[config.mk]
export PLATFORM = sky130hd
export DESIGN_NAME = rxb_top
export DESIGN_NICKNAME = d
export VERILOG_FILES = /design/src/logic/rxb_pkg.sv /design/src/logic/rxb_engine.sv /design/src/logic/rxb_packer.sv /design/src/logic/rxb_top.sv
export SDC_FILE = /design/constraint.sdc
export NUM_CORES = 1
export LEC_CHECK = 0
export BUFFER_PORTS_ARGS = -buffer_cell sky130_fd_sc_hd__clkbuf_2
export CORE_UTILIZATION = 30
export CTS_BUF_LIST = sky130_fd_sc_hd__clkbuf_8
export DETAILED_ROUTE_END_ITERATION = 7
export PLACE_DENSITY = 0.6
export SETUP_SLACK_MARGIN = 0.02
export SYNTH_ARGS = -nofsm -noshare
export SYNTH_HDL_FRONTEND = slang
export SYNTH_SLANG_ARGS = --single-unit
[constraint.sdc]
create_clock -name clk_sys -period 4.1 [get_ports clk_sys]
set_input_delay 0.615 -clock clk_sys [delete_from_list [all_inputs] [get_ports clk_sys]]
set_output_delay 0.615 -clock clk_sys [all_outputs]
set_load 0.05 [all_outputs]
[src/logic/rxb_pkg.sv]
// Package of constants and carrier types for the receive bit-control bank.
package rxb_pkg;
    // Word indices of the registers; the byte address is four times this.
    localparam logic [7:0] ADDR_STATUS_IDX = 8'h0B;
    localparam logic [7:0] ADDR_BITCTL_IDX = 8'h0C;
    localparam logic [7:0] ADDR_COLL_IDX   = 8'h0D;
    localparam logic [7:0] ADDR_ERR_IDX    = 8'h20;
    localparam logic [7:0] ADDR_IRQST_IDX  = 8'h21;
    localparam logic [7:0] ADDR_IRQMSK_IDX = 8'h22;
    // Field positions.
    localparam int POS_CIPHER   = 5;
    localparam int POS_KEEP     = 7;
    localparam int POS_ALIGN    = 4;
    localparam int POS_COLLISION_AS_INTEGRITY_ERROR   = 3;
    localparam int POS_CPVALID  = 7;
    localparam int POS_IERR     = 0;
    localparam int POS_CDET     = 2;
    // Reset values.
    localparam logic [7:0] RST_BITCTL = 8'h00;
    localparam logic [7:0] RST_COLL   = 8'h00;
    // Bound on the collision index, 64 bits; only indices below it are reportable.
    localparam logic [9:0] COLL_LIMIT = 10'h040;
    // Engine state codes as shown to software.
    localparam logic [2:0] ST_IDLE  = 3'h0;
    localparam logic [2:0] ST_TXW   = 3'h1;
    localparam logic [2:0] ST_TX    = 3'h3;
    localparam logic [2:0] ST_RXW   = 3'h5;
    localparam logic [2:0] ST_WAITD = 3'h6;
    localparam logic [2:0] ST_RX    = 3'h7;
    // Interrupt status bit positions.
    localparam int IRQ_COLL = 0;
    localparam int IRQ_IERR = 1;
    localparam int IRQ_DONE = 2;

    // Engine state, one-hot.
    typedef enum logic [5:0] {
        ENG_IDLE  = 6'h01,
        ENG_TXW   = 6'h02,
        ENG_TX    = 6'h04,
        ENG_RXW   = 6'h08,
        ENG_WAITD = 6'h10,
        ENG_RX    = 6'h20
    } rxb_eng_t;

    // Events from the receive decoder, one cycle each.
    typedef struct packed {
        logic       bit_valid;   // One data bit arrives.
        logic       bit_value;   // Its value.
        logic       collision;   // The bit collided.
        logic       parity_err;  // Parity or checksum mismatch.
        logic       frame_end;   // End of the received frame.
    } rxb_rx_ev_t;

    // Stored data byte towards the receive store.
    typedef struct packed {
        logic       valid;
        logic [7:0] data;
    } rxb_byte_t;
endpackage

[src/logic/rxb_engine.sv]
// Transmit/receive engine state tracker for the receive bit-control bank.
`timescale 1ns/1ps
module rxb_engine
(
    input  wire logic             clk_sys,
    input  wire logic             rst,
    input  wire logic             start_tx,
    input  wire logic             start_rx,
    input  wire logic             tx_go,
    input  wire logic             tx_done,
    input  wire logic             rx_go,
    input  wire logic             sof_seen,
    input  wire logic             frame_end,
    output logic [2:0]            state_code,
    output logic                  rx_start_pulse,
    output logic                  waitd_pulse
);
    import rxb_pkg::*;

    // All state of the engine.
    typedef struct packed {
        rxb_eng_t   eng;
    } rxb_eng_st_t;

    rxb_eng_st_t st_reg;
    rxb_eng_st_t st_next;

    // Next state: transceive walks every phase, receive jumps to waiting.
    always_comb
    begin
        st_next = st_reg;
        case (st_reg.eng)
            ENG_IDLE:
            begin
                if (start_tx)
                    st_next.eng = ENG_TXW;
                else if (start_rx)
                    st_next.eng = ENG_WAITD;
            end
            ENG_TXW:   if (tx_go)     st_next.eng = ENG_TX;
            ENG_TX:    if (tx_done)   st_next.eng = ENG_RXW;
            ENG_RXW:   if (rx_go)     st_next.eng = ENG_WAITD;
            ENG_WAITD: if (sof_seen)  st_next.eng = ENG_RX;
            ENG_RX:    if (frame_end) st_next.eng = ENG_IDLE;
            default:   st_next.eng = ENG_IDLE;
        endcase
    end

    // State register.
    always_ff @(posedge clk_sys)
    begin
        if (rst)
            st_reg <= '{eng: ENG_IDLE};
        else
            st_reg <= st_next;
    end

    assign waitd_pulse = (st_next.eng == ENG_WAITD)
                         && (st_reg.eng != ENG_WAITD);
    // A reception starts on the same entry.
    assign rx_start_pulse = waitd_pulse;

    always_comb
    begin
        case (st_reg.eng)
            ENG_IDLE:  state_code = ST_IDLE;
            ENG_TXW:   state_code = ST_TXW;
            ENG_TX:    state_code = ST_TX;
            ENG_RXW:   state_code = ST_RXW;
            ENG_WAITD: state_code = ST_WAITD;
            ENG_RX:    state_code = ST_RX;
            default:   state_code = ST_IDLE;
        endcase
    end
endmodule

[src/logic/rxb_packer.sv]
// Bit packer that aligns received bits into bytes.
`timescale 1ns/1ps
module rxb_packer
(
    input  wire logic             clk_sys,
    input  wire logic             rst,
    input  wire logic             restart,
    input  wire logic [2:0]       align,
    input  wire logic             bit_valid,
    input  wire logic             bit_value,
    input  wire logic             flush,
    output rxb_pkg::rxb_byte_t    byte_out,
    output logic [2:0]            fill_pos
);
    import rxb_pkg::*;

    // All state of the packer.
    typedef struct packed {
        logic [2:0] pos;
        logic [7:0] acc;
        rxb_byte_t  out;
    } rxb_pk_st_t;

    rxb_pk_st_t st_reg;
    rxb_pk_st_t st_next;

    always_comb
    begin
        st_next = st_reg;
        st_next.out.valid = 1'b0;
        if (restart)
        begin
            st_next.pos = align;
            st_next.acc = 8'h00;
        end
        else if (bit_valid)
        begin
            st_next.acc[st_reg.pos] = bit_value;
            st_next.pos = st_reg.pos + 3'h1;
            // After bit 7 the byte is complete and the next wraps to 0.
            if (st_reg.pos == 3'h7)
            begin
                st_next.out.valid = 1'b1;
                st_next.out.data  = st_next.acc;
                st_next.acc       = 8'h00;
            end
        end
        else if (flush && (st_reg.pos != 3'h0))
        begin
            // A partial last byte is handed over as it stands.
            st_next.out.valid = 1'b1;
            st_next.out.data  = st_reg.acc;
            st_next.acc       = 8'h00;
        end
    end

    // State register.
    always_ff @(posedge clk_sys)
    begin
        if (rst)
            st_reg <= '0;
        else
            st_reg <= st_next;
    end

    assign byte_out = st_reg.out;
    assign fill_pos = st_reg.pos;
endmodule

[src/logic/rxb_top.sv]
// Status, bit-framing and collision-report register bank on Wishbone.
// Contract
// - Cipher bit: software clears, authentication sets
// - State field encodes engine phase codes
// - Bits after collision become zero unless kept
// - Alignment field places first stored bit
// - Zero alignment byte mode, else bit mode
// - Collision raises integrity error when enabled
// - Last-byte bit count, zero means eight
// - Decoder writes count at end, cleared
// - Valid flag only for meaningful position
// - Position is zero-based first collided bit
// - Positions only within first eight bytes
// - Alignment offset added into reported position
// - Parity mismatch raises integrity error, continue
// - Collision flag cleared when reception starts
`timescale 1ns/1ps
module rxb_top
(
    input  wire logic             clk_sys,
    input  wire logic             rst,
    input  wire logic             wb_cyc_i,
    input  wire logic             wb_stb_i,
    input  wire logic             wb_we_i,
    input  wire logic [7:0]       wb_adr_i,
    input  wire logic [31:0]      wb_dat_i,
    input  wire logic [3:0]       wb_sel_i,
    output logic [31:0]           wb_dat_o,
    output logic                  wb_ack_o,
    input  wire logic             start_tx,
    input  wire logic             start_rx,
    input  wire logic             tx_go,
    input  wire logic             tx_done,
    input  wire logic             rx_go,
    input  wire logic             sof_seen,
    input  wire rxb_pkg::rxb_rx_ev_t rx_ev,
    input  wire logic             card_authenticate_cmd,
    output logic                  cipher_active,
    output rxb_pkg::rxb_byte_t    rx_byte,
    output logic                  irq
);
    import rxb_pkg::*;

    // Match of the bus address against a word index.
    function automatic logic hit(input logic [7:0] adr,
                                 input logic [7:0] idx);
        hit = (adr[7:2] == idx[5:0]) && (adr[1:0] == 2'h0);
    endfunction

    // All state of the bank.
    typedef struct packed {
        logic       ack;
        logic [31:0] rdata;
        logic       cipher;
        logic       keep;
        logic [2:0] align;
        logic       collision_as_integrity_error;
        logic [2:0] lastbits;
        logic       cp_valid;
        logic [6:0] cpos;
        logic       coll_seen;
        logic       after_coll;
        logic [9:0] bit_cnt;
        logic       integ_err;
        logic       coll_det;
        logic [2:0] irq_st;
        logic [2:0] irq_msk;
    } rxb_st_t;

    rxb_st_t st_reg;
    rxb_st_t st_next;

    logic [2:0] state_code;   // Engine phase code.
    logic       rx_start;     // Reception start pulse.
    logic       waitd;        // Waiting-for-data entry pulse.
    logic [2:0] fill_pos;     // Packer's next bit position.
    logic       stored_bit;   // Bit value after collision masking.
    logic       wr_acc;       // Write strobe this cycle.
    logic       rd_acc;       // Read strobe this cycle.
    logic       lane0;        // Low byte lane selected.
    logic [9:0] coll_index;   // Aligned index of the current bit.

    // Engine phase tracker.
    rxb_engine u_engine
    (
        .clk_sys        (clk_sys),
        .rst            (rst),
        .start_tx       (start_tx),
        .start_rx       (start_rx),
        .tx_go          (tx_go),
        .tx_done        (tx_done),
        .rx_go          (rx_go),
        .sof_seen       (sof_seen),
        .frame_end      (rx_ev.frame_end),
        .state_code     (state_code),
        .rx_start_pulse (rx_start),
        .waitd_pulse    (waitd)
    );

    assign stored_bit = rx_ev.bit_value
        & (st_reg.keep | ~(st_reg.after_coll | rx_ev.collision));

    // Bit packer.
    rxb_packer u_packer
    (
        .clk_sys   (clk_sys),
        .rst       (rst),
        .restart   (rx_start),
        .align     (st_reg.align),
        .bit_valid (rx_ev.bit_valid),
        .bit_value (stored_bit),
        .flush     (rx_ev.frame_end),
        .byte_out  (rx_byte),
        .fill_pos  (fill_pos)
    );

    // Bus strobes; only one answer per request, so ack is held low between.
    assign wr_acc = wb_cyc_i & wb_stb_i & wb_we_i & ~st_reg.ack;
    assign rd_acc = wb_cyc_i & wb_stb_i & ~wb_we_i & ~st_reg.ack;
    assign lane0  = wb_sel_i[0];

    assign coll_index = st_reg.bit_cnt + {7'h00, st_reg.align};

    // Main next-state process: interrupt-status clear first, then decoder events,
    // other software writes last, with hardware sets winning over software clears.
    always_comb
    begin
        st_next = st_reg;
        st_next.ack = wb_cyc_i & wb_stb_i & ~st_reg.ack;

        // Write-one clear comes first, so an event in the same cycle
        // sets its bit again and is never lost.
        if (wr_acc && lane0 && hit(wb_adr_i, ADDR_IRQST_IDX))
            st_next.irq_st = st_reg.irq_st & ~wb_dat_i[2:0];

        if (rx_start)
        begin
            st_next.cp_valid   = 1'b0;
            st_next.cpos       = 7'h00;
            st_next.coll_seen  = 1'b0;
            st_next.after_coll = 1'b0;
            st_next.bit_cnt    = 10'h000;
            st_next.lastbits   = 3'h0;
            st_next.coll_det   = 1'b0;
            st_next.integ_err  = 1'b0;
        end

        if (rx_ev.bit_valid)
        begin
            st_next.bit_cnt = st_reg.bit_cnt + 10'h001;
            if (rx_ev.collision)
                st_next.after_coll = 1'b1;
        end

        if (rx_ev.bit_valid && rx_ev.collision && !st_reg.coll_seen)
        begin
            st_next.coll_seen = 1'b1;
            st_next.coll_det  = 1'b1;
            st_next.irq_st[IRQ_COLL] = 1'b1;
            if (coll_index < COLL_LIMIT)
            begin
                st_next.cp_valid = 1'b1;
                st_next.cpos = coll_index[6:0];
            end
        end

        if (rx_ev.bit_valid && rx_ev.collision && st_reg.collision_as_integrity_error)
        begin
            st_next.integ_err = 1'b1;
            st_next.irq_st[IRQ_IERR] = 1'b1;
        end

        if (rx_ev.parity_err)
        begin
            st_next.integ_err = 1'b1;
            st_next.irq_st[IRQ_IERR] = 1'b1;
        end

        if (rx_ev.frame_end)
        begin
            st_next.irq_st[IRQ_DONE] = 1'b1;
            if (st_reg.align != 3'h0)
                st_next.lastbits = fill_pos;
        end

        if (card_authenticate_cmd)
            st_next.cipher = 1'b1;

        if (wr_acc && lane0)
        begin
            if (hit(wb_adr_i, ADDR_STATUS_IDX))
            begin
                if (!wb_dat_i[POS_CIPHER] && !card_authenticate_cmd)
                    st_next.cipher = 1'b0;
            end
            else if (hit(wb_adr_i, ADDR_BITCTL_IDX))
            begin
                st_next.keep   = wb_dat_i[POS_KEEP];
                st_next.align  = wb_dat_i[POS_ALIGN +: 3];
                st_next.collision_as_integrity_error = wb_dat_i[POS_COLLISION_AS_INTEGRITY_ERROR];
                // A decoder update in the same cycle takes precedence.
                if (!(rx_ev.frame_end && st_reg.align != 3'h0) && !rx_start)
                    st_next.lastbits = wb_dat_i[2:0];
            end
            else if (hit(wb_adr_i, ADDR_IRQMSK_IDX))
                st_next.irq_msk = wb_dat_i[2:0];
        end

        // Read data is captured for the single-cycle answer.
        st_next.rdata = 32'h0000_0000;
        if (rd_acc)
        begin
            if (hit(wb_adr_i, ADDR_STATUS_IDX))
                st_next.rdata[7:0] = {2'h0, st_reg.cipher, 2'h0, state_code};
            else if (hit(wb_adr_i, ADDR_BITCTL_IDX))
                st_next.rdata[7:0] = {st_reg.keep, st_reg.align,
                                      st_reg.collision_as_integrity_error, st_reg.lastbits};
            else if (hit(wb_adr_i, ADDR_COLL_IDX))
                st_next.rdata[7:0] = {st_reg.cp_valid, st_reg.cpos};
            else if (hit(wb_adr_i, ADDR_ERR_IDX))
                st_next.rdata[7:0] = {5'h00, st_reg.coll_det, 1'b0,
                                      st_reg.integ_err};
            else if (hit(wb_adr_i, ADDR_IRQST_IDX))
                st_next.rdata[7:0] = {5'h00, st_reg.irq_st};
            else if (hit(wb_adr_i, ADDR_IRQMSK_IDX))
                st_next.rdata[7:0] = {5'h00, st_reg.irq_msk};
        end
    end

    // State register; control bits take their defined reset values.
    always_ff @(posedge clk_sys)
    begin
        if (rst)
        begin
            st_reg          <= '0;
            st_reg.keep     <= RST_BITCTL[POS_KEEP];
            st_reg.cpos     <= RST_COLL[6:0];
        end
        else
            st_reg <= st_next;
    end

    assign wb_ack_o      = st_reg.ack;
    assign wb_dat_o      = st_reg.rdata;
    assign cipher_active = st_reg.cipher;
    // The level interrupt follows masked sticky status.
    assign irq           = |(st_reg.irq_st & st_reg.irq_msk);
endmodule
* After elaboration in Yosys (flattened, before gate mapping)
Index checks and enable logic that the tools add are counted.
** Storage, ports and cells
- Register bits :: 96
- Input bits :: 61
- Output and inout port bits :: 44
- Logic and storage cells :: 150
** Cells by class
- Add/subtract/negate cells :: 3
- Magnitude comparators :: 3
- Eq/ne operators :: 16
- Muxes and demuxes :: 45
- Bitwise operators :: 19
- Reductions and logical operators :: 39
** Operators with widths (count)
- two-way mux 17 bit :: 3
- two-way mux 8 bit :: 6
- two-way mux 6 bit :: 7
- case mux 6 bit (6 select lines) :: 1
- two-way mux 25 bit :: 1
- == test 6 x 4 -> 1 bit (second input constant) :: 4
- == test 6 bit (second input constant) :: 4
- two-way mux 3 bit :: 8
- two-way mux 11 bit :: 2
- two-way mux 9 bit :: 2
- logical AND 1 bit :: 17
- case mux 3 bit (5 select lines) :: 1
- == test 6 x 5 -> 1 bit (second input constant) :: 2
- two-way mux 1 bit :: 12
- nonzero test 3 bit :: 4
- adder 10 x 1 -> 10 bit (second input constant) :: 1
- adder 10 x 3 -> 10 bit :: 1
- < comparator 10 x 7 -> 1 bit (second input constant) :: 1
- nonzero test 2 bit :: 5
- bitwise mux 8 bit :: 1
- bitwise AND 1 bit :: 7
- NOT 1 bit :: 7
- bitwise AND 3 bit :: 2
- == test 6 x 1 -> 1 bit (second input constant) :: 1
- 17 further kinds :: 25

* Longest topological paths before layout
Gate-level depths: netlist of the first run.
- Depth in word-level cells :: 12
- Depth in mapped cells :: 9
- Depth with buffers taken out :: 8

* Cells and area by module
From an unflattened synthesis of the first run, not the netlist that was laid out.
** Unflattened totals
- Cells, all modules :: 512
- Area total of the unflattened synthesis :: 4441.8 um2
** Modules (own cells, without submodules)
- rxb_top :: times used 1, cells an instance 295, area an instance 2556.2 um2, sequential area each 900.9 um2
- rxb_packer :: times used 1, cells an instance 147, area an instance 1328.8 um2, sequential area each 400.4 um2
- rxb_engine :: times used 1, cells an instance 70, area an instance 556.8 um2, sequential area each 120.1 um2

* Least setup slack after synthesis of the first run
OpenSTA, ideal clock, no wires.
- Kind :: register to register
- From :: register st_reg[8] (netlist bit)
- To :: register st_reg[21] (netlist bit)
- Library setup time :: 0.121 ns
- Arrival time :: 2.233 ns
- Required time :: 3.979 ns
- Slack :: 1.747 ns
- Stages on the path, launching flop included :: 10
- Buffers on the path :: 1
- Clock period less this slack :: 2.353 ns
- Cell sequence :: dfxtp_1 > ha_1 > inv_1 > fa_1 > nor2b_1 > o2111ai_1 > mux2i_1 > o211a_1 > clkbuf_1 > mux2_2
** On the way
- Cells in the longest elaborated chain, start to end :: 4
** Ends and longest elaborated chain
- start: declaration :: line rxb_top.sv:70 : rxb_st_t st_reg;
- start signal: assignment :: line rxb_top.sv:240 : st_reg <= st_next;
- adder 10 x 3 -> 10 bit * :: line rxb_top.sv:122 : assign coll_index = st_reg.bit_cnt + {7'h00, st_reg.align};
- < comparator 10 x 7 -> 1 bit :: line rxb_top.sv:160 : if (coll_index < COLL_LIMIT)
- two-way mux 8 bit * :: line rxb_top.sv:160
- two-way mux 9 bit * :: line rxb_top.sv:155 : if (rx_ev.bit_valid && rx_ev.collision && !st_reg.coll_seen)
Every way passes the cells marked *; elsewhere a longest branch is shown, timed or not.
A chain may end at the register's enable or synchronous reset.

* Final worst setup path of the first run
- From :: register u_engine.st_reg[5] (netlist bit)
- To :: register st_reg[28] (netlist bit)
** On the way
- Cells in the longest elaborated chain, start to end :: 12
- Elaborated cells between the ends (all ways) :: 26
- Those cells by class :: eq/ne (8); mux (15); reduce/logical (3)
** Ends and longest elaborated chain
- start: declaration :: line rxb_engine.sv:25 : rxb_eng_st_t st_reg;
- start signal: assignment :: line rxb_engine.sv:53 : st_reg <= '{eng: ENG_IDLE};
- start signal: assignment :: line rxb_engine.sv:55 : st_reg <= st_next;
- two-way mux 6 bit :: line rxb_engine.sv:37 : else if (start_rx)
- two-way mux 6 bit :: line rxb_engine.sv:35 : if (start_tx)
- case mux 6 bit (6 select lines) :: line rxb_engine.sv:32 : case (st_reg.eng)
- == test 6 x 5 -> 1 bit :: line rxb_engine.sv:58 : assign waitd_pulse = (st_next.eng == ENG_WAITD)
- logical AND 1 bit * :: line rxb_engine.sv:59 : && (st_reg.eng != ENG_WAITD);
- two-way mux 25 bit :: line rxb_top.sv:136 : if (rx_start)
- two-way mux 3 bit :: line rxb_top.sv:182 : if (st_reg.align != 3'h0)
- two-way mux 3 bit :: line rxb_top.sv:179 : if (rx_ev.frame_end)
- two-way mux 3 bit :: line rxb_top.sv:202 : if (!(rx_ev.frame_end && st_reg.align != 3'h0) && !rx_start)
- two-way mux 8 bit :: line rxb_top.sv:196 : else if (hit(wb_adr_i, ADDR_BITCTL_IDX))
- two-way mux 8 bit :: line rxb_top.sv:191 : if (hit(wb_adr_i, ADDR_STATUS_IDX))
- two-way mux 9 bit * :: line rxb_top.sv:189 : if (wr_acc && lane0)
Every way passes the cells marked *; elsewhere a longest branch is shown, timed or not. The select of a mux whose other input is x is not followed.

==> results of run 1 <==
==> metal layers <==
| metal | vias to the layer above | share of wire | track usage |
|---|---|---|---|
| met3 | 20 | 0.044 | 0.02558 |
| met4 | 0 | 0.025 | 0.07212 |
| li1 | 1734 | - | - |
| met1 | 1615 | 0.44 | 0.1607 |
| met5 | - | 0 | 0 |
| met2 | 106 | 0.49 | 0.2316 |
==> critical path, cell delays in order, from the launching register on <==
cell and delay [ns]:
dfxtp_1 0.46, or4_1 0.65, nor2_1 0.52, nor2_2 0.27, nand2_1 0.41, o31ai_1 0.14
==> cell usage after synthesis (3+ instances only) <==
library cell | number | area share
buf_2 | 6 | 0.0074
a21oi_1 | 21 | 0.026
a211oi_1 | 16 | 0.030
a21o_1 | 3 | 0.0056
o21ai_0 | 33 | 0.041
nor2b_1 | 9 | 0.014
xor2_1 | 3 | 0.0065
mux2i_1 | 25 | 0.062
nor3_1 | 19 | 0.024
nand2b_1 | 10 | 0.015
xnor2_1 | 4 | 0.0087
buf_1 | 5 | 0.0046
a22oi_1 | 17 | 0.032
nor2_1 | 63 | 0.058
clkbuf_1 | 13 | 0.012
inv_1 | 8 | 0.0074
and3_1 | 7 | 0.011
nand3_1 | 9 | 0.011
nand2_1 | 26 | 0.024
nand3b_1 | 12 | 0.022
o31ai_1 | 3 | 0.0056
nand4_1 | 3 | 0.0046
a41oi_1 | 5 | 0.011
and2_1 | 3 | 0.0046
ha_1 | 7 | 0.022
mux2_2 | 4 | 0.011
dfxtp_1 | 71 | 0.35
or3_1 | 4 | 0.0062
buf_4 | 41 | 0.076
==> cells by family after synthesis <==
family                   Yosys count
flip-flops                        71
AND/OR/NAND/NOR                  179
buffers and inverters             76
AO/OA/AOI/OAI                    118
XOR/XNOR                           7
multiplexers                      29
adder cells (fa/ha/maj)            8
other                              1
==> layout make-up <==
cell class	instances	area share
multi-input cells	365	0.5140
flip-flops and latches	71	0.3248
repair buffers	54	0.06232
well taps	176	0.05031
clock buffers	9	0.02830
clock inverters	7	0.01258
inverters	9	0.007719
==> power groups by stage <==
stage | Clock (W) | Combinational [W] | Sequential (W)
2_1_floorplan | 0 | 0.000280 | 0.000752
6_report | 0.000518 | 0.000301 | 0.000753
3_3_place_gp | 0 | 0.000293 | 0.000767
4_1_cts | 0.000540 | 0.000301 | 0.000753
5_1_grt | 0.000560 | 0.000326 | 0.000759
3_5_place_dp | 0 | 0.000300 | 0.000769
==> worst max-delay path by stage <==
stage / from / endpoint / slack [ns] / cells after the start
after floorplan: st_reg[8]$_SDFFE_PP0P_ / st_reg[21]$_SDFF_PP0_ / 1.75 / 9
after global placement: wb_adr_i[6] / st_reg[29]$_SDFF_PP0_ / 1.43 / 6
after detailed placement: rx_ev[4] / u_packer.byte_out[5]$_SDFFE_PP0P_ / 1.37 / 5
after CTS: st_reg[32]$_SDFFE_PP0P_ / st_reg[21]$_SDFF_PP0_ / 1.53 / 8
after global routing: u_packer.fill_pos[1]$_SDFFE_PP0P_ / u_packer.byte_out[0]$_SDFFE_PP0P_ / 1.33 / 7
final: u_engine.st_reg[5]$_SDFF_PP0_ / st_reg[28]$_SDFF_PP0_ / 1.53 / 5
==> through the flow <==
stage	total power [W]	std cells	util	hold slack [ns]
6_report	0.001572	691	0.3318	0.4604
3_3_place_gp	0.001060	675	0.3183	0.4432
5_1_grt	0.001645	691	0.3318	0.4713
2_1_floorplan	0.001032	512	-	0.4256
4_1_cts	0.001593	691	0.3318	0.4611
3_5_place_dp	0.001069	675	0.3183	0.4467
==> results.sh, run 1 <==
export IMPL_status="complete, but fails checks"
export IMPL_failed_checks="DRC"
export IMPL_p_leak_nw=1.761
export IMPL_intPower_w=0.001031
export IMPL_synth_compound_area_frac=0.1933
export IMPL_vias=3475
export IMPL_critPathRequiredTime_ns=4.34
export IMPL_placed_area_um2=4198
export IMPL_fin_crit_sh=0.6268
export IMPL_rsz0062_at_grt="no"
export IMPL_clock_sinks=71
export IMPL_yosysSeqAreaShare=0.3513
export IMPL_setup_viol=0
export IMPL_fillers=1393
export IMPL_synth_edf_count=0
export IMPL_slew_violations=0
export IMPL_power_density_nw_per_um2=359.3
export IMPL_yosysWarnings=0
export IMPL_relSlewSlack=0.3443
export IMPL_muxShareOfSynthArea=0.07297
export IMPL_htreeDepth=3
export IMPL_remaining_drc_errors=1
export IMPL_grt_pass1_vias=3242
export IMPL_drtIter0Drc=286
export IMPL_crit_fanout=14
export IMPL_cts_buffer_depth=2
export IMPL_post_drt_wl_per_cell_um=13.44
export IMPL_vias_per_cell=5.029
export IMPL_syn_area_um2=4046
export IMPL_p_sw_w=0.0005414
export IMPL_ios=105
export IMPL_holdPathEnd="st_reg[24]$_SDFF_PP0_"
export IMPL_layout_setup_ws_ns=1.530
export IMPL_syn_to_final_growth_pct=8.163
export IMPL_grt_util_all_layers=0.1357
export IMPL_ant_nets=0
export IMPL_drive_gt1_frac=0.1592
export IMPL_routed_wl_um=9284
export IMPL_synth_top_family_by_area="simple AND/OR/NAND/NOR gates"
export IMPL_antenna_found_initial=0
export IMPL_cp_end_kind="flop"
export IMPL_worstSetupPathType="reg2reg"
export IMPL_synth_cell_types=59
export IMPL_grt_pass1_wl_um=15250
export IMPL_cp_arrival_ns=2.81
export IMPL_diodes=0
export IMPL_synthFlopType="dfxtp_1"
export IMPL_clk_insertion_delay_late_ns=0.36
export IMPL_multi_input_area_um2=2250
export IMPL_hold_buffers=0
export IMPL_maxCapViolations=0
export IMPL_layout_nets=579
export IMPL_r2r_start="u_engine.st_reg[5]$_SDFF_PP0_"
export IMPL_reg2regPathDepth=5
export IMPL_root_buffer="clkbuf_8"
export IMPL_clock_power_share=0.330
export IMPL_clock_fmax_ghz=0.3891
export IMPL_fin_worst_skew_ns=0.01398
export IMPL_firstDrtPassIters=7
export IMPL_ir_drop_mv=0.1297
export IMPL_synth_adder_area_share=0.02659
export IMPL_worstHoldPathCells=2
export IMPL_grt_max_degree=48
export IMPL_synth_seq_cells=71
export IMPL_worstReg2RegEnd="st_reg[28]$_SDFF_PP0_"
export IMPL_period_minus_slack_ns=2.570
export IMPL_numCtsBuffers=9
export IMPL_place_gp_congestion=0.8408
export IMPL_tritoncts="yes"
export IMPL_worstSetupStartpointType="flop"
export IMPL_min_path_type="reg2reg"
export IMPL_postCtsSetupBuffers=0
export IMPL_design_area_um2=4377
export IMPL_async_reset_ff_frac=0
export IMPL_power_frac_comb=0.191
export IMPL_syn_inst=489
export IMPL_worst_pin_slew_ns=0.9817
export IMPL_die_area_um2=13960
export IMPL_final_common_cell="dfxtp_1"
export IMPL_die_h_um=118.1
export IMPL_pre_cts_slack_ns=1.374
export IMPL_grt_remaining_overflow=0
export IMPL_pwr_share_seq=0.479
export IMPL_layout_common_cells="71 x dfxtp_1, 63 x nor2_1, 53 x clkbuf_2"
export IMPL_switching_share=0.3443
export IMPL_hpwl_um=6819
export IMPL_start_util=0.3068
export IMPL_rrSetupSlack_ns=1.53
export IMPL_hold_start="st_reg[24]$_SDFF_PP0_"
export IMPL_path_clk_slew_ns=0.09
export IMPL_avgSynthCellArea_um2=8.275
export IMPL_hold_viol_final=0
export IMPL_rows=42
export IMPL_synth_simple_area_share=0.2257
export IMPL_coreArea_um2=13190
export IMPL_largest_reg_flops=35
export IMPL_fin_tns_setup_ns=0
export IMPL_seq_area_um2=1421
export IMPL_synth_xor_xnor_area_share=0.01515
export IMPL_port_buffers=53
export IMPL_die_w_um=118.1
export IMPL_cts_repair_resized=0
Note: power is estimated with default switching activity, not from simulation.
==> run 2: changes to the inputs <==
--- a/config.mk
+++ b/config.mk
@@ -5,6 +5,7 @@
 export SDC_FILE = /design/constraint.sdc
 export NUM_CORES = 1
 export LEC_CHECK = 0
+export ABC_AREA = 1
 export BUFFER_PORTS_ARGS = -buffer_cell sky130_fd_sc_hd__clkbuf_2
 export CORE_UTILIZATION = 30
 export CTS_BUF_LIST = sky130_fd_sc_hd__clkbuf_8
==> constraint.sdc (replaced) <==
create_clock -name clk_sys -period 2.4 [get_ports clk_sys]
set_input_delay 0.36 -clock clk_sys [delete_from_list [all_inputs] [get_ports clk_sys]]
set_output_delay 0.36 -clock clk_sys [all_outputs]
set_load 0.05 [all_outputs]
==> results.sh, run 2 <==
export IMPL_tritoncts="yes"
export IMPL_critPathRequiredTime_ns=2.70
export IMPL_worstSetupPathType="reg2reg"
export IMPL_rows=42
export IMPL_synth_top_area_frac=0.3399
export IMPL_yosysMostFrequentCell="nand2_1"
export IMPL_fillers=1508
export IMPL_avgSynthCellArea_um2=6.788
export IMPL_power_w=0.002756
export IMPL_switching_share=0.3218
export IMPL_power_frac_comb=0.186
export IMPL_grt_pass1_wl_um=16570
export IMPL_synthFlopType="dfxtp_1"
export IMPL_remaining_drc_errors=0
export IMPL_cp_arrival_ns=2.44
export IMPL_crit_chain="ha_1, inv_1, fa_1, inv_1, nand3_1, nand2_1, nand2_1, nand2_1, nand2_2, nor2_4, nand2_1, nor2_1, nand4_1, nand2_1"
export IMPL_clk_insertion_delay_late_ns=0.35
export IMPL_place_gp_congestion=0.8732
export IMPL_async_reset_ff_frac=0
export IMPL_syn_inst=616
export IMPL_relSlewSlack=0.5858
export IMPL_ios=105
export IMPL_ant_nets=0
export IMPL_yosysTopAreaCell="dfxtp_1"
export IMPL_maxCapViolations=0
export IMPL_power_density_nw_per_um2=595.7
export IMPL_status="finished clean"
export IMPL_cts_buffer_depth=2
export IMPL_p_leak_nw=2.153
export IMPL_layout_nets=724
export IMPL_die_w_um=120.1
export IMPL_synthTopCellsByCount="122 x nand2_1, 71 x dfxtp_1, 66 x inv_1, 65 x nor2_1, 59 x nand3_1"
export IMPL_start_util=0.3120
export IMPL_postCtsSetupBuffers=0
export IMPL_clock_power_share=0.351
export IMPL_numCtsBuffers=9
export IMPL_port_buffers=53
export IMPL_layout_setup_ws_ns=0.2509
export IMPL_synth_cell_types=43
export IMPL_coreArea_um2=13400
export IMPL_rrSetupSlack_ns=0.25
export IMPL_drive_gt1_frac=0.1742
export IMPL_die_h_um=120.1
export IMPL_vias_per_cell=4.635
export IMPL_synth_area_top_cells="dfxtp_1 34%, nand2_1 11%, buf_4 8.3%, nand3_1 7.1%, inv_1 5.9%"
export IMPL_synth_simple_area_share=0.3229
export IMPL_grt_util_all_layers=0.1451
export IMPL_hold_buffers=0
export IMPL_drtIter0Drc=260
export IMPL_grt_remaining_overflow=0
export IMPL_crit_fanout=5
export IMPL_slew_violations=0
export IMPL_grt_pass1_vias=3425
export IMPL_synth_compound_area_frac=0.1358
export IMPL_htreeDepth=3
export IMPL_syn_area_um2=4182
export IMPL_pre_cts_slack_ns=0.1620
export IMPL_diodes=0
export IMPL_utilization=0.3453
export IMPL_yosysSeqAreaShare=0.3399
export IMPL_layout_common_cells="122 x nand2_1, 71 x dfxtp_1, 67 x inv_1"
export IMPL_synth_adder_area_share=0.02573
export IMPL_reg2regPathDepth=14
export IMPL_yosysWarnings=0
export IMPL_clock_sinks=71
export IMPL_vias=3875
export IMPL_fin_crit_sh=0.8955
export IMPL_syn_to_final_growth_pct=10.65
export IMPL_intPower_w=0.001869
export IMPL_synth_xor_xnor_area_share=0.006284
export IMPL_antenna_found_initial=0
export IMPL_fin_tns_setup_ns=0
export IMPL_fin_worst_skew_ns=0.009823
export IMPL_worstSetupStartpointType="flop"
export IMPL_synth_top_family_by_area="simple AND/OR/NAND/NOR gates"
export IMPL_period_minus_slack_ns=2.149
export IMPL_clock_fmax_ghz=0.4653
export IMPL_cp_end_kind="flop"
export IMPL_routed_wl_um=10200
export IMPL_hold_viol_final=0
export IMPL_max_stage_delay_ns=0.40
export IMPL_min_path_type="in2reg"
export IMPL_muxShareOfSynthArea=0
export IMPL_path_clk_slew_ns=0.08
export IMPL_cp_slowest_cell="dfxtp_1"
export IMPL_largest_reg_flops=35
export IMPL_firstDrtPassIters=4
export IMPL_final_common_cell="nand2_1"
export IMPL_pwr_share_seq=0.463
export IMPL_root_buffer="clkbuf_8"
export IMPL_synth_seq_cells=71
export IMPL_grt_max_degree=22
export IMPL_hpwl_um=7670
export IMPL_die_area_um2=14410
export IMPL_synth_edf_count=0
export IMPL_post_drt_wl_per_cell_um=12.20
export IMPL_p_sw_w=0.0008868
export IMPL_ir_drop_mv=0.4092
export IMPL_worstHoldPathCells=3
export IMPL_cts_repair_resized=0
export IMPL_worst_pin_slew_ns=0.6156
export IMPL_setup_viol=0
export IMPL_crit_top_cell="nand2_1"
export IMPL_rsz0062_at_grt="no"
-- run 2: changes by cell type after synthesis, sizes merged, moves of 9 or more --
cell / change
nor2b: -9
nand3b: -11
nand4: +15
nor2: +13
nand2: +104
a22oi: -17
nand3: +52
o21ai: +11
inv: +66
a211oi: -13
mux2i: -25
a21oi: +17
nand2b: -10
nor3: -12
-- run 2: cell type report --
type                            count  area (µm²)  share of cell area
Inverter                           75       282.8             0.06111
Multi-Input combinational cell    435        2163              0.4675
Tap cell                          176       220.2             0.04759
Clock buffer                       10       137.6             0.02975
Timing Repair Buffer               63       340.3             0.07355
Sequential cell                    71        1421              0.3072
Clock inverter                      6       61.31             0.01325
-- run 2: worst max-delay path, delay by kind of cell, from the launching register on --
| family | cells | cell delay [ns] |
|---|---|---|
| flip-flops | 1 | 0.40 |
| buffers and inverters | 2 | 0.15 |
| adder cells (fa/ha/maj) | 2 | 0.62 |
| AND/OR/NAND/NOR | 10 | 0.94 |
-- run 2: worst paths after layout --
path / from / endpoint
worst max-delay path: st_reg[8]$_SDFFE_PP0P_ / st_reg[25]$_SDFF_PP0_
worst min-delay path: wb_dat_i[3] / st_reg[31]$_SDFFE_PP0P_
worst max register to register: st_reg[8]$_SDFFE_PP0P_ / st_reg[25]$_SDFF_PP0_
worst min register to register: st_reg[26]$_SDFF_PP0_ / st_reg[26]$_SDFF_PP0_
-- run 2: logic make-up after synthesis --
logic type,Yosys count
other,1
xor gates and xnor gates,3
DFF,71
buffers and inverters,134
adders and majority gates,8
AOI/OAI and AO/OA,100
and+or+nand+nor,299
-- run 2: power by group through the flow --
stage	logic [W]	registers (W)	clock network (W)
2_1_floorplan	0.000447	0.00129	0
3_3_place_gp	0.000506	0.00130	0
3_5_place_dp	0.000509	0.00130	0
4_1_cts	0.000512	0.00128	0.000995
5_1_grt	0.000567	0.00128	0.00105
6_report	0.000511	0.00128	0.000967
-- run 2: through the flow --
stage | cell area, µm² | std cells | hold WS, ns
floorplan | 4268 | 639 | 0.4167
global placement | 4407 | 819 | 0.4274
detailed placement | 4407 | 819 | 0.4420
CTS | 4606 | 835 | 0.2324
global route | 4627 | 836 | 0.2512
finish | 4627 | 836 | 0.2438
-- run 2: routing by layer --
| metal | share of wire | up-vias | track usage |
|---|---|---|---|
| li1 | - | 2032 | - |
| met1 | 0.49 | 1719 | 0.1929 |
| met2 | 0.44 | 107 | 0.2320 |
| met3 | 0.049 | 17 | 0.03470 |
| met4 | 0.017 | 0 | 0.04141 |
| met5 | 0 | - | 0 |
